--- src/verilog/ecb_cfg.svh ---
// Offsets, field positions, reset values and constants of the endpoint CSR bank
`ifndef ECB_CFG_SVH
`define ECB_CFG_SVH
`define ECB_OFF_W 24
`define ECB_OFF_LLC 24'h00004C
`define ECB_OFF_WBH 24'h000058
`define ECB_OFF_WBL 24'h00005C
`define ECB_OFF_OWN 24'h000060
`define ECB_OFF_HID 24'h000068
`define ECB_OFF_TAG 24'h00006C
`define ECB_LLC_VAL 32'h0000_0001
`define ECB_WBH_VAL 32'h0000_0000
`define ECB_WB_MSB 30
`define ECB_WB_LSB 21
`define ECB_WB_W 10
`define ECB_WB_RST 10'h000
`define ECB_NADDR_W 34
`define ECB_WIN_MSB 33
`define ECB_WIN_LSB 24
`define ECB_SID_MSB 23
`define ECB_SID_LSB 16
`define ECB_SID_RST 8'h00
`define ECB_LID_MSB 15
`define ECB_LID_RST 16'h0000
`define ECB_HID_MSB 15
`define ECB_HID_FREE 16'hFFFF
`define ECB_TAG_RST 32'h0000_0000
`define ECB_LARGE_BIT 4
`define ECB_PE_FEAT_RST 32'h0000_0010
`endif

--- src/verilog/ecb_pkg.sv ---
// Types and helper functions of the endpoint CSR bank
`include "ecb_cfg.svh"
package ecb_pkg;
    typedef enum logic [1:0] {
        ECB_IDLE = 2'b01,
        ECB_RESP = 2'b10
    } ecb_fsm_t;

    typedef enum logic [2:0] {
        ECB_SEL_NONE = 3'h0,
        ECB_SEL_LLC = 3'h1,
        ECB_SEL_WBH = 3'h2,
        ECB_SEL_WBL = 3'h3,
        ECB_SEL_OWN = 3'h4,
        ECB_SEL_HID = 3'h5,
        ECB_SEL_TAG = 3'h6
    } ecb_sel_t;

    typedef struct packed {
        ecb_fsm_t fsm;
        logic ack_m;
        logic ack_n;
        logic [31:0] rdata;
        logic [`ECB_WB_W-1:0] win_base;
        logic [7:0] sid;
        logic [15:0] lid;
        logic [15:0] hid;
        logic [31:0] tag;
    } ecb_regs_t;

    function automatic ecb_sel_t ecb_decode(input logic [`ECB_OFF_W-1:0] off);
        ecb_sel_t s;
        s = ECB_SEL_NONE;
        case (off)
            `ECB_OFF_LLC: s = ECB_SEL_LLC;
            `ECB_OFF_WBH: s = ECB_SEL_WBH;
            `ECB_OFF_WBL: s = ECB_SEL_WBL;
            `ECB_OFF_OWN: s = ECB_SEL_OWN;
            `ECB_OFF_HID: s = ECB_SEL_HID;
            `ECB_OFF_TAG: s = ECB_SEL_TAG;
            default: s = ECB_SEL_NONE;
        endcase
        return s;
    endfunction : ecb_decode

    function automatic logic [31:0] ecb_merge(input logic [31:0] old_w,
                                              input logic [31:0] new_w,
                                              input logic [3:0] be);
        logic [31:0] m;
        m = old_w;
        for (int i = 0; i < 4; i++) begin
            if (be[i]) begin
                m[i*8 +: 8] = new_w[i*8 +: 8];
            end
        end
        return m;
    endfunction : ecb_merge
endpackage : ecb_pkg

--- src/verilog/ecb_win_match.sv ---
// Window match and request arbitration for the endpoint CSR bank
`timescale 1ns/1ps
`default_nettype none
module ecb_win_match
    import ecb_pkg::*;
(
    input wire logic grant_en,
    input wire logic cfg_req,
    input wire logic cfg_we,
    input wire logic [`ECB_OFF_W-1:0] cfg_addr,
    input wire logic [3:0] cfg_be,
    input wire logic [31:0] cfg_wdata,
    input wire logic nrm_req,
    input wire logic nrm_we,
    input wire logic [`ECB_NADDR_W-1:0] nrm_addr,
    input wire logic [3:0] nrm_be,
    input wire logic [31:0] nrm_wdata,
    input wire logic [`ECB_WB_W-1:0] win_base,
    output logic nrm_hit,
    output logic acc_take,
    output logic acc_norm,
    output logic acc_we,
    output logic [`ECB_OFF_W-1:0] acc_off,
    output logic [3:0] acc_be,
    output logic [31:0] acc_wdata
);
    // 16 MB window: upper address bits against the stored base
    assign nrm_hit = (nrm_addr[`ECB_WIN_MSB:`ECB_WIN_LSB] == win_base);

    // Maintenance wins; a hitting normal access waits with its request held
    assign acc_norm = grant_en & ~cfg_req & nrm_req & nrm_hit;
    assign acc_take = grant_en & (cfg_req | (nrm_req & nrm_hit));
    assign acc_we = acc_norm ? nrm_we : cfg_we;
    assign acc_off = acc_norm ? nrm_addr[`ECB_WIN_LSB-1:0] : cfg_addr;
    assign acc_be = acc_norm ? nrm_be : cfg_be;
    assign acc_wdata = acc_norm ? nrm_wdata : cfg_wdata;
endmodule : ecb_win_match
`default_nettype wire

--- src/verilog/ecb_csr_bank.sv ---
// Command-and-status register bank of the packet-link endpoint logical layer
`timescale 1ns/1ps
`default_nettype none

//Behaviour
//- Every access aimed at the CSR space, maintenance or window hit, lands on one port.
//- The logical-layer control word always reads 0000_0001 and ignores writes.
//- The high window base reads all zeros and discards writes.
//- Only bits 30:21 of the low window base are writable; the rest read zero.
//- The window spans 16 MB, so the base is compared at that granularity.
//- The base matches the upper normal address bits and a hit goes to CSR space.
//- A new base at 0x5C from either path is used by all later comparisons.
//- Own identifier keeps the short id in 23:16 and the long id in 15:0.
//- The top byte of the own identifier reads zero and ignores writes.
//- After reset the host lock reads 0000_FFFF.
//- The host field takes one write while free; when held only a matching write frees it.
//- The release compare needs both low bytes written in the same access.
//- Writing FFFF into the host field leaves it free.
//- The component tag resets to zero and is fully writable from either path.
//- The long id exists only when the large-system feature bit 4 is set.
module ecb_csr_bank
    import ecb_pkg::*;
#(
    parameter logic [31:0] PE_FEAT = `ECB_PE_FEAT_RST,
    parameter logic [`ECB_WB_W-1:0] WB_RST = `ECB_WB_RST,
    parameter logic [7:0] SID_RST = `ECB_SID_RST,
    parameter logic [15:0] LID_RST = `ECB_LID_RST
) (
    input wire logic ref_clk,
    input wire logic reset,
    input wire logic cfg_req,
    input wire logic cfg_we,
    input wire logic [`ECB_OFF_W-1:0] cfg_addr,
    input wire logic [3:0] cfg_be,
    input wire logic [31:0] cfg_wdata,
    output logic cfg_ack,
    output logic [31:0] cfg_rdata,
    input wire logic nrm_req,
    input wire logic nrm_we,
    input wire logic [`ECB_NADDR_W-1:0] nrm_addr,
    input wire logic [3:0] nrm_be,
    input wire logic [31:0] nrm_wdata,
    output logic nrm_hit,
    output logic nrm_ack,
    output logic [31:0] nrm_rdata
);
    localparam logic LARGE = PE_FEAT[`ECB_LARGE_BIT];

    ecb_regs_t r;
    ecb_regs_t r_nxt;

    logic acc_take;
    logic acc_norm;
    logic acc_we;
    logic [`ECB_OFF_W-1:0] acc_off;
    logic [3:0] acc_be;
    logic [31:0] acc_wdata;
    ecb_sel_t sel;
    logic [31:0] rd_word;
    logic [31:0] merged;
    logic hid_free;

    ecb_win_match u_match (
        .grant_en(r.fsm == ECB_IDLE),
        .cfg_req(cfg_req),
        .cfg_we(cfg_we),
        .cfg_addr(cfg_addr),
        .cfg_be(cfg_be),
        .cfg_wdata(cfg_wdata),
        .nrm_req(nrm_req),
        .nrm_we(nrm_we),
        .nrm_addr(nrm_addr),
        .nrm_be(nrm_be),
        .nrm_wdata(nrm_wdata),
        .win_base(r.win_base),
        .nrm_hit(nrm_hit),
        .acc_take(acc_take),
        .acc_norm(acc_norm),
        .acc_we(acc_we),
        .acc_off(acc_off),
        .acc_be(acc_be),
        .acc_wdata(acc_wdata)
    );

    assign sel = ecb_decode(acc_off);
    assign hid_free = (r.hid == `ECB_HID_FREE);

    // Read view of the selected register; unlisted bits stay zero
    always_comb begin
        rd_word = '0;
        unique case (sel)
            ECB_SEL_NONE: rd_word = '0;
            ECB_SEL_LLC: rd_word = `ECB_LLC_VAL;
            ECB_SEL_WBH: rd_word = `ECB_WBH_VAL;
            ECB_SEL_WBL: rd_word[`ECB_WB_MSB:`ECB_WB_LSB] = r.win_base;
            ECB_SEL_OWN: begin
                rd_word[`ECB_SID_MSB:`ECB_SID_LSB] = r.sid;
                if (LARGE) begin
                    rd_word[`ECB_LID_MSB:0] = r.lid;
                end
            end
            ECB_SEL_HID: rd_word[`ECB_HID_MSB:0] = r.hid;
            ECB_SEL_TAG: rd_word = r.tag;
        endcase
    end

    // Merging into the read view keeps each byte whose enable is clear at its current value
    assign merged = ecb_merge(rd_word, acc_wdata, acc_be);

    always_comb begin
        r_nxt = r;
        r_nxt.ack_m = 1'b0;
        r_nxt.ack_n = 1'b0;
        unique case (r.fsm)
            ECB_IDLE: begin
                if (acc_take) begin
                    r_nxt.fsm = ECB_RESP;
                    r_nxt.ack_m = ~acc_norm;
                    r_nxt.ack_n = acc_norm;
                    r_nxt.rdata = acc_we ? '0 : rd_word;
                    if (acc_we) begin
                        unique case (sel)
                            ECB_SEL_WBL: begin
                                r_nxt.win_base = merged[`ECB_WB_MSB:`ECB_WB_LSB];
                            end
                            ECB_SEL_OWN: begin
                                r_nxt.sid = merged[`ECB_SID_MSB:`ECB_SID_LSB];
                                if (LARGE) begin
                                    r_nxt.lid = merged[`ECB_LID_MSB:0];
                                end
                            end
                            ECB_SEL_HID: begin
                                if (hid_free) begin
                                    // A write of FFFF claims nothing
                                    r_nxt.hid = merged[`ECB_HID_MSB:0];
                                end else if (acc_be[1:0] == 2'b11 &&
                                             acc_wdata[`ECB_HID_MSB:0] == r.hid) begin
                                    r_nxt.hid = `ECB_HID_FREE;
                                end
                            end
                            ECB_SEL_TAG: r_nxt.tag = merged;
                            ECB_SEL_NONE, ECB_SEL_LLC, ECB_SEL_WBH: begin
                                r_nxt.tag = r.tag;
                            end
                        endcase
                    end
                end
            end
            ECB_RESP: r_nxt.fsm = ECB_IDLE;
        endcase
    end

    always_ff @(posedge ref_clk or posedge reset) begin
        if (reset) begin
            r.fsm <= ECB_IDLE;
            r.ack_m <= 1'b0;
            r.ack_n <= 1'b0;
            r.rdata <= '0;
            r.win_base <= WB_RST;
            r.sid <= SID_RST;
            r.lid <= LID_RST;
            r.hid <= `ECB_HID_FREE;
            r.tag <= `ECB_TAG_RST;
        end else begin
            r <= r_nxt;
        end
    end

    assign cfg_ack = r.ack_m;
    assign nrm_ack = r.ack_n;
    assign cfg_rdata = r.rdata;
    assign nrm_rdata = r.rdata;
endmodule : ecb_csr_bank
`default_nettype wire

--- config.mk ---
export PLATFORM = sky130hd
export DESIGN_NAME = ecb_csr_bank
export DESIGN_NICKNAME = d
export VERILOG_FILES = /design/src/verilog/ecb_pkg.sv /design/src/verilog/ecb_win_match.sv /design/src/verilog/ecb_csr_bank.sv
export VERILOG_INCLUDE_DIRS = /design/src /design/src/verilog
export SDC_FILE = /design/constraint.sdc
export NUM_CORES = 1
export LEC_CHECK = 0
export ABC_AREA = 1
export BUFFER_PORTS_ARGS = -buffer_cell sky130_fd_sc_hd__buf_2
export CAP_MARGIN = 15
export CORE_UTILIZATION = 58
export CTS_BUF_LIST = sky130_fd_sc_hd__clkbuf_8 sky130_fd_sc_hd__clkbuf_16
export CTS_CLUSTER_DIAMETER = 80
export DETAILED_ROUTE_END_ITERATION = 7
export PLACE_DENSITY = 0.92
export SYNTH_ARGS = -nofsm -noshare
export SYNTH_HDL_FRONTEND = slang
export SYNTH_SLANG_ARGS = --single-unit
--- constraint.sdc ---
create_clock -name ref_clk -period 9.27 [get_ports ref_clk]
set_input_delay 0.927 -clock ref_clk [delete_from_list [all_inputs] [get_ports ref_clk]]
set_output_delay 0.927 -clock ref_clk [all_outputs]
set_load 0.02 [all_outputs]
Word-level counts from Yosys, hierarchy flattened
Index checks and enable logic that the tools add are counted.
{ "word_totals": {"input_bits": 136, "output_inout_bits": 67, "ff_bits": 118, "wordCells": 67} }
{ "classes": {"n_bitwise": 8, "mux": 25, "eq_ne": 18, "n_reduce_logical": 7} }
{ "ops": {"columns": ["cell", "count"], "rows": [
  ["24-bit by 7-bit == test with 1-bit output, second input constant", 6],
  ["118-bit two-way mux", 1],
  ["116-bit two-way mux", 1],
  ["32-bit two-way mux", 3],
  ["82-bit two-way mux", 1],
  ["16-bit case mux with 4 select lines", 1],
  ["16-bit two-way mux", 3],
  ["24-bit two-way mux", 2],
  ["8-bit two-way mux", 4],
  ["3-bit case mux with 6 select lines", 1],
  ["16-bit == test", 1],
  ["16-bit == test, second input constant", 1],
  ["7-bit case mux with 2 select lines", 1],
  ["4-bit AND reduction", 3],
  ["10-bit == test", 1],
  ["10-bit two-way mux", 1],
  ["5-bit case mux with 2 select lines", 1],
  ["3-bit == test, second input constant", 3],
  ["3-bit case mux with 3 select lines", 1],
  ["1-bit AND", 5],
  ["5-bit AND reduction", 1],
  ["2-bit == test, second input constant", 2],
  ["4-bit two-way mux", 1],
  ["2-bit case mux with 2 select lines", 1],
  ["other kinds (10)", 12]
]} }

Longest topological paths before layout
{ "depth": {"word_depth": 15, "mapped_depth": 21, "ltp_nobuf": 19} }

Cells and area by module
From an unflattened synthesis, not the netlist that was laid out.
{ "unflattened": {"hier_cells": 1096, "hier_area_um2": 8261.7} }
{ "modules_own_cells": {"columns": ["mod", "cells_per_inst", "n_inst", "seq_area_each_um2", "area_each_um2"], "rows": [
  ["ecb_csr_bank", 841, 1, 2974.1, 6777.8],
  ["ecb_win_match", 255, 1, 0.0, 1483.9]
]} }

Worst setup path before layout
OpenSTA, ideal clock, no wires.
{ "synth_path": {"path_type": "input to register", "start": "input nrm_addr[26]", "end": "register r[33] in the netlist's numbering", "arrival_ns": 2.972, "path_slack_ns": 6.240, "path_buffers": 1, "t_required_ns": 9.212, "stages": 14, "setup_time_ns": 0.058, "path_cell_list": "xnor2_1 > nand3_2 > nor4_2 > nand2_1 > nand2_1 > inv_2 > nor2_4 > nand2_4 > nor3_4 > inv_2 > buf_6 > nand3_1 > nand2_1 > inv_1"} }
{ "synth_between": {"elab_chain_len": 9, "elab_cells_between_ends": 28, "classes_between": "eq/ne: 13; mux: 8; bitwise: 4; reduce/logical: 3"} }
{ "synth_lines": {"columns": ["item", "line_no", "source"], "rows": [
  ["from (decl)", "ecb_csr_bank.sv:40", "input wire logic [`ECB_NADDR_W-1:0] nrm_addr,"],
  ["10-bit == test *", "ecb_win_match.sv:28", "assign nrm_hit = (nrm_addr[`ECB_WIN_MSB:`ECB_WIN_LSB] == win_base);"],
  ["named net nrm_hit", "ecb_csr_bank.sv:43", "output logic nrm_hit,"],
  ["1-bit AND", "ecb_win_match.sv:31", "assign acc_norm = grant_en & ~cfg_req & nrm_req & nrm_hit;"],
  ["24-bit two-way mux", "ecb_win_match.sv:34", "assign acc_off = acc_norm ? nrm_addr[`ECB_WIN_LSB-1:0] : cfg_addr;"],
  ["24-bit by 7-bit == test with 1-bit output", "ecb_pkg.sv:34", "case (off)"],
  ["3-bit case mux with 6 select lines", "ecb_pkg.sv:34", null],
  ["3-bit == test (tied with other cells)", "ecb_csr_bank.sv:91", "unique case (sel)"],
  ["16-bit case mux with 4 select lines", "ecb_csr_bank.sv:91", null],
  ["8-bit two-way mux", "ecb_pkg.sv:52", "if (be[i]) begin"],
  ["16-bit two-way mux", "ecb_csr_bank.sv:133", "if (hid_free) begin"],
  ["to (signal assigned)", "ecb_csr_bank.sv:165", "r <= r_nxt;"],
  ["to (decl)", "ecb_csr_bank.sv:49", "ecb_regs_t r;"]
]} }
The timed path passes the listed nets; every way through them passes the cells marked *.
A chain may end at the register's enable or synchronous reset.

Worst setup path in the final report
{ "layout_path": {"start": "input nrm_addr[24]", "end": "register r[43] in the netlist's numbering"} }
{ "layout_between": {"elab_chain_len": 9, "elab_cells_between_ends": 28, "classes_between": "eq/ne: 13; mux: 8; bitwise: 4; reduce/logical: 3"} }
{ "layout_lines": {"columns": ["item", "line_no"], "rows": [
  ["10-bit == test *", "ecb_win_match.sv:28"],
  ["1-bit AND", "ecb_win_match.sv:31"],
  ["24-bit two-way mux", "ecb_win_match.sv:34"],
  ["24-bit by 7-bit == test with 1-bit output", "ecb_pkg.sv:34"],
  ["3-bit case mux with 6 select lines", "ecb_pkg.sv:34"],
  ["3-bit == test (tied with other cells)", "ecb_csr_bank.sv:91"],
  ["16-bit case mux with 4 select lines", "ecb_csr_bank.sv:91"],
  ["8-bit two-way mux", "ecb_pkg.sv:52"],
  ["16-bit two-way mux", "ecb_csr_bank.sv:133"]
]} }
Every way passes the cells marked *; elsewhere a longest branch is shown, timed or not.

==> impl_metrics.env <==
export IMPL_outcome="complete, no violations"
export IMPL_hold_class="flip-flop to flip-flop"
export IMPL_layout_nets=1374
export IMPL_synth_avg_cell_area_um2=7.02
export IMPL_rsz0062_at_grt="no"
export IMPL_power_density_nw_per_um2=141
export IMPL_hold_violations=0
export IMPL_yosys_most_used_dff="dfrtp_1"
export IMPL_leakagePower_nw=5.14
export IMPL_startpoint="nrm_addr[24]"
export IMPL_synth_compound_area_share=0.0456
export IMPL_p_comb_frac=0.081
export IMPL_port_buffers=202
export IMPL_worstSetupEndpointType="flip-flop"
export IMPL_ir_drop_mv=0.119
export IMPL_max_slew_worst_pin_slew_ns=1.01
export IMPL_syn_area_um2=7910
export IMPL_final_core_util=0.677
export IMPL_start_util=0.597
export IMPL_antenna_found_initial=0
export IMPL_slew_headroom=0.329
export IMPL_drive_above_1_share=0.262
export IMPL_wl_per_cell_um=15.6
export IMPL_io_pins=203
export IMPL_cts_tree="done"
export IMPL_synth_top_family_by_area="simple AND/OR/NAND/NOR gates"
export IMPL_syn_inst=1126
export IMPL_cts_hold_buffers_added=0
export IMPL_num_vias=8136
export IMPL_critPathLaunchType="input port"
export IMPL_drc_errors=0
export IMPL_r2r_end="r[43]"
export IMPL_htree_levels=4
export IMPL_synth_edff_count=0
export IMPL_hold_path_startpoint="r[25]"
export IMPL_yosys_warnings=0
export IMPL_dieArea_um2=14100
export IMPL_grt_max_degree=71
export IMPL_min_period_ns=4.99
export IMPL_clock_path_buffers=2
export IMPL_fin_tns_setup_ns=0
export IMPL_worstRegToRegCells=15
export IMPL_slew_viol_final=0
export IMPL_power_share_clock=0.508
export IMPL_worstPathArrival_ns=5.36
export IMPL_crit_fanout=66
export IMPL_p_seq_frac=0.411
export IMPL_crit_required_ns=9.63
export IMPL_setup_viol=0
export IMPL_die_h_um=119
export IMPL_cts_root_buf="clkbuf_16"
export IMPL_path_class="input port to flip-flop"
export IMPL_row_count=42
export IMPL_grt_pass1_wl_um=36400
export IMPL_power_w=0.00126
export IMPL_diodes=0
export IMPL_yosys_area_share_simple=0.423
export IMPL_p_switching_w=0.000309
export IMPL_grt_usage=0.326
export IMPL_area_growth_synth_to_final_pct=13.4
export IMPL_fmaxAchievable_ghz=0.200
export IMPL_drt_iter0_drc=925
export IMPL_cts_setup_buffers=0
export IMPL_dp_hpwl_um=15100
export IMPL_multi_input_area_um2=3770
export IMPL_ys_seq_area_frac=0.376
export IMPL_ys_ff_latch=118
export IMPL_clock_skew_ns=0.00672
export IMPL_overflow=0
export IMPL_netSwitchingFraction=0.245
export IMPL_via_per_inst=5.70
export IMPL_synth_xor_area_share=0.00665
export IMPL_maxCapViolCount=0
export IMPL_synth_fp_nets=1262
export IMPL_dr_pass1_iters=6
export IMPL_ys_types=40
export IMPL_clk_pin_slew_ns=0.06
export IMPL_first_global_vias=7581
export IMPL_die_w_um=119
export IMPL_cts_resized=0
export IMPL_final_antenna_net_count=0
export IMPL_clk_latency_ns=0.42
export IMPL_holdPathEnd="r[25]"
export IMPL_worstReg2RegStart="r[72]"
export IMPL_async_flop_share=1.00
export IMPL_seqCellArea_um2=2970
export IMPL_routabilityCongestion=0.988
export IMPL_reg2reg_slack_ns=4.39
export IMPL_intPower_w=0.000953
export IMPL_holdWs_ns=0.480
export IMPL_fillers=1096
export IMPL_cts_made_buffers=17
export IMPL_synth_adder_area_share=0
export IMPL_drt_total_wl_um=22200
export IMPL_synth_mux_area_frac=0
export IMPL_core_area_um2=13200
export IMPL_min_period_over_period=0.539
export IMPL_whs_path_depth=2
export IMPL_clock_sinks=118
[critical path, cell delays in order]
cell,delay (ns)
buf_2,0.10
xnor2_1,0.13
nand2_1,0.12
nor2_2,0.48
nand3_4,0.74
inv_2,0.72
or2_2,0.22
o21ai_2,0.05
buf_4,0.26
inv_2,0.11
nand2_4,0.11
nor3_4,0.71
inv_2,0.34
nand3_1,0.18
nand2_1,0.08
inv_1,0.06
[area by class of cell]
cell class / instances / share of cell area
clock buffers: 18 / 0.0490
clock inverters: 14 / 0.0152
multi-input cells: 794 / 0.420
well taps: 176 / 0.0246
inverters: 100 / 0.0421
flip-flops and latches: 118 / 0.332
repair buffers: 207 / 0.117
[Yosys cell counts, types with 5 or more instances]
cell type | number | share of area
xnor2_1 | 5 | 0.0055
buf_6 | 10 | 0.014
buf_2 | 22 | 0.014
nand3_2 | 9 | 0.011
o21ai_1 | 15 | 0.0095
nor2_4 | 5 | 0.0071
buf_4 | 71 | 0.067
o21ai_0 | 29 | 0.018
dfstp_2 | 17 | 0.056
clkbuf_1 | 9 | 0.0043
nor4_1 | 10 | 0.0079
inv_1 | 85 | 0.040
nand3_1 | 103 | 0.065
nand2_2 | 19 | 0.015
o21ai_2 | 5 | 0.0055
nand4_1 | 67 | 0.053
dfrtp_1 | 101 | 0.32
inv_2 | 14 | 0.0066
o211ai_1 | 6 | 0.0057
nor2_1 | 28 | 0.013
nand2_1 | 465 | 0.22
[stage by stage]
stage,std cells,setup WS [ns],instance area [um^2]
after floorplan,1126,5.24,7910
after global routing,1427,3.89,8970
after global placement,1395,4.24,8390
final,1427,4.28,8970
after detailed placement,1395,4.03,8390
after CTS,1427,4.40,8970
[cells in the final DEF (no fill, tap or decap), types with 2 or more instances in the layout]
master / instances
bufinv_16: 2
o21ai_1: 15
nor3_1: 2
nand3_1: 103
nand2_1: 465
o211ai_1: 6
o21ai_0: 29
nor3_4: 3
nor4_1: 10
or2_2: 2
buf_2: 202
dfrtp_1: 101
nand4_2: 3
buf_4: 5
inv_2: 14
nand3_4: 2
nor2_1: 27
nand2_2: 19
xnor2_1: 5
inv_1: 85
clkinvlp_4: 4
o21ai_2: 4
o21ai_4: 2
nand3_2: 9
clkinv_2: 5
nand2_4: 3
nor2_4: 5
nor2_2: 4
clkbuf_16: 17
clkinv_4: 2
nand4_1: 67
dfstp_2: 17
[flip-flops by register name, indices dropped and copies added (netlist names)]
name	cells
cfg_ack	1
r	84
cfg_rdata	32
nrm_ack	1
[kinds of logic (layout without fill, tap and decap cells)]
logic type      after synthesis  in the layout
compound gates               61             61
simple gates                727            727
xor+xnor                      6              6
flops                       118            118
buf+inv                     214            339
[worst max path at each step]
stage,to,slack [ns]
5_1_grt,r[43],3.89
6_report,r[43],4.28
3_3_place_gp,r[32],4.24
2_1_floorplan,cfg_ack,5.24
4_1_cts,r[43],4.40
3_5_place_dp,r[43],4.03
[power groups by stage]
stage / registers [W] / clock network (W) / logic (W)
detailed placement: 0.000527 / 0 / 0.000101
finish: 0.000518 / 0.000641 / 0.000103
CTS: 0.000518 / 0.000641 / 0.000102
global route: 0.000518 / 0.000661 / 0.000115
floorplan: 0.000527 / 0 / 0.0000561
global placement: 0.000527 / 0 / 0.0000991
[routing by layer]
layer / global-route usage / wire length [um] / vias up
li1: - / - / 3781
met1: 0.422 / 8880 / 3733
met2: 0.526 / 10300 / 533
met3: 0.0734 / 2250 / 89
met4: 0.140 / 792 / 0
met5: 0 / 0 / -
Note: power is estimated with default switching activity, not from simulation.
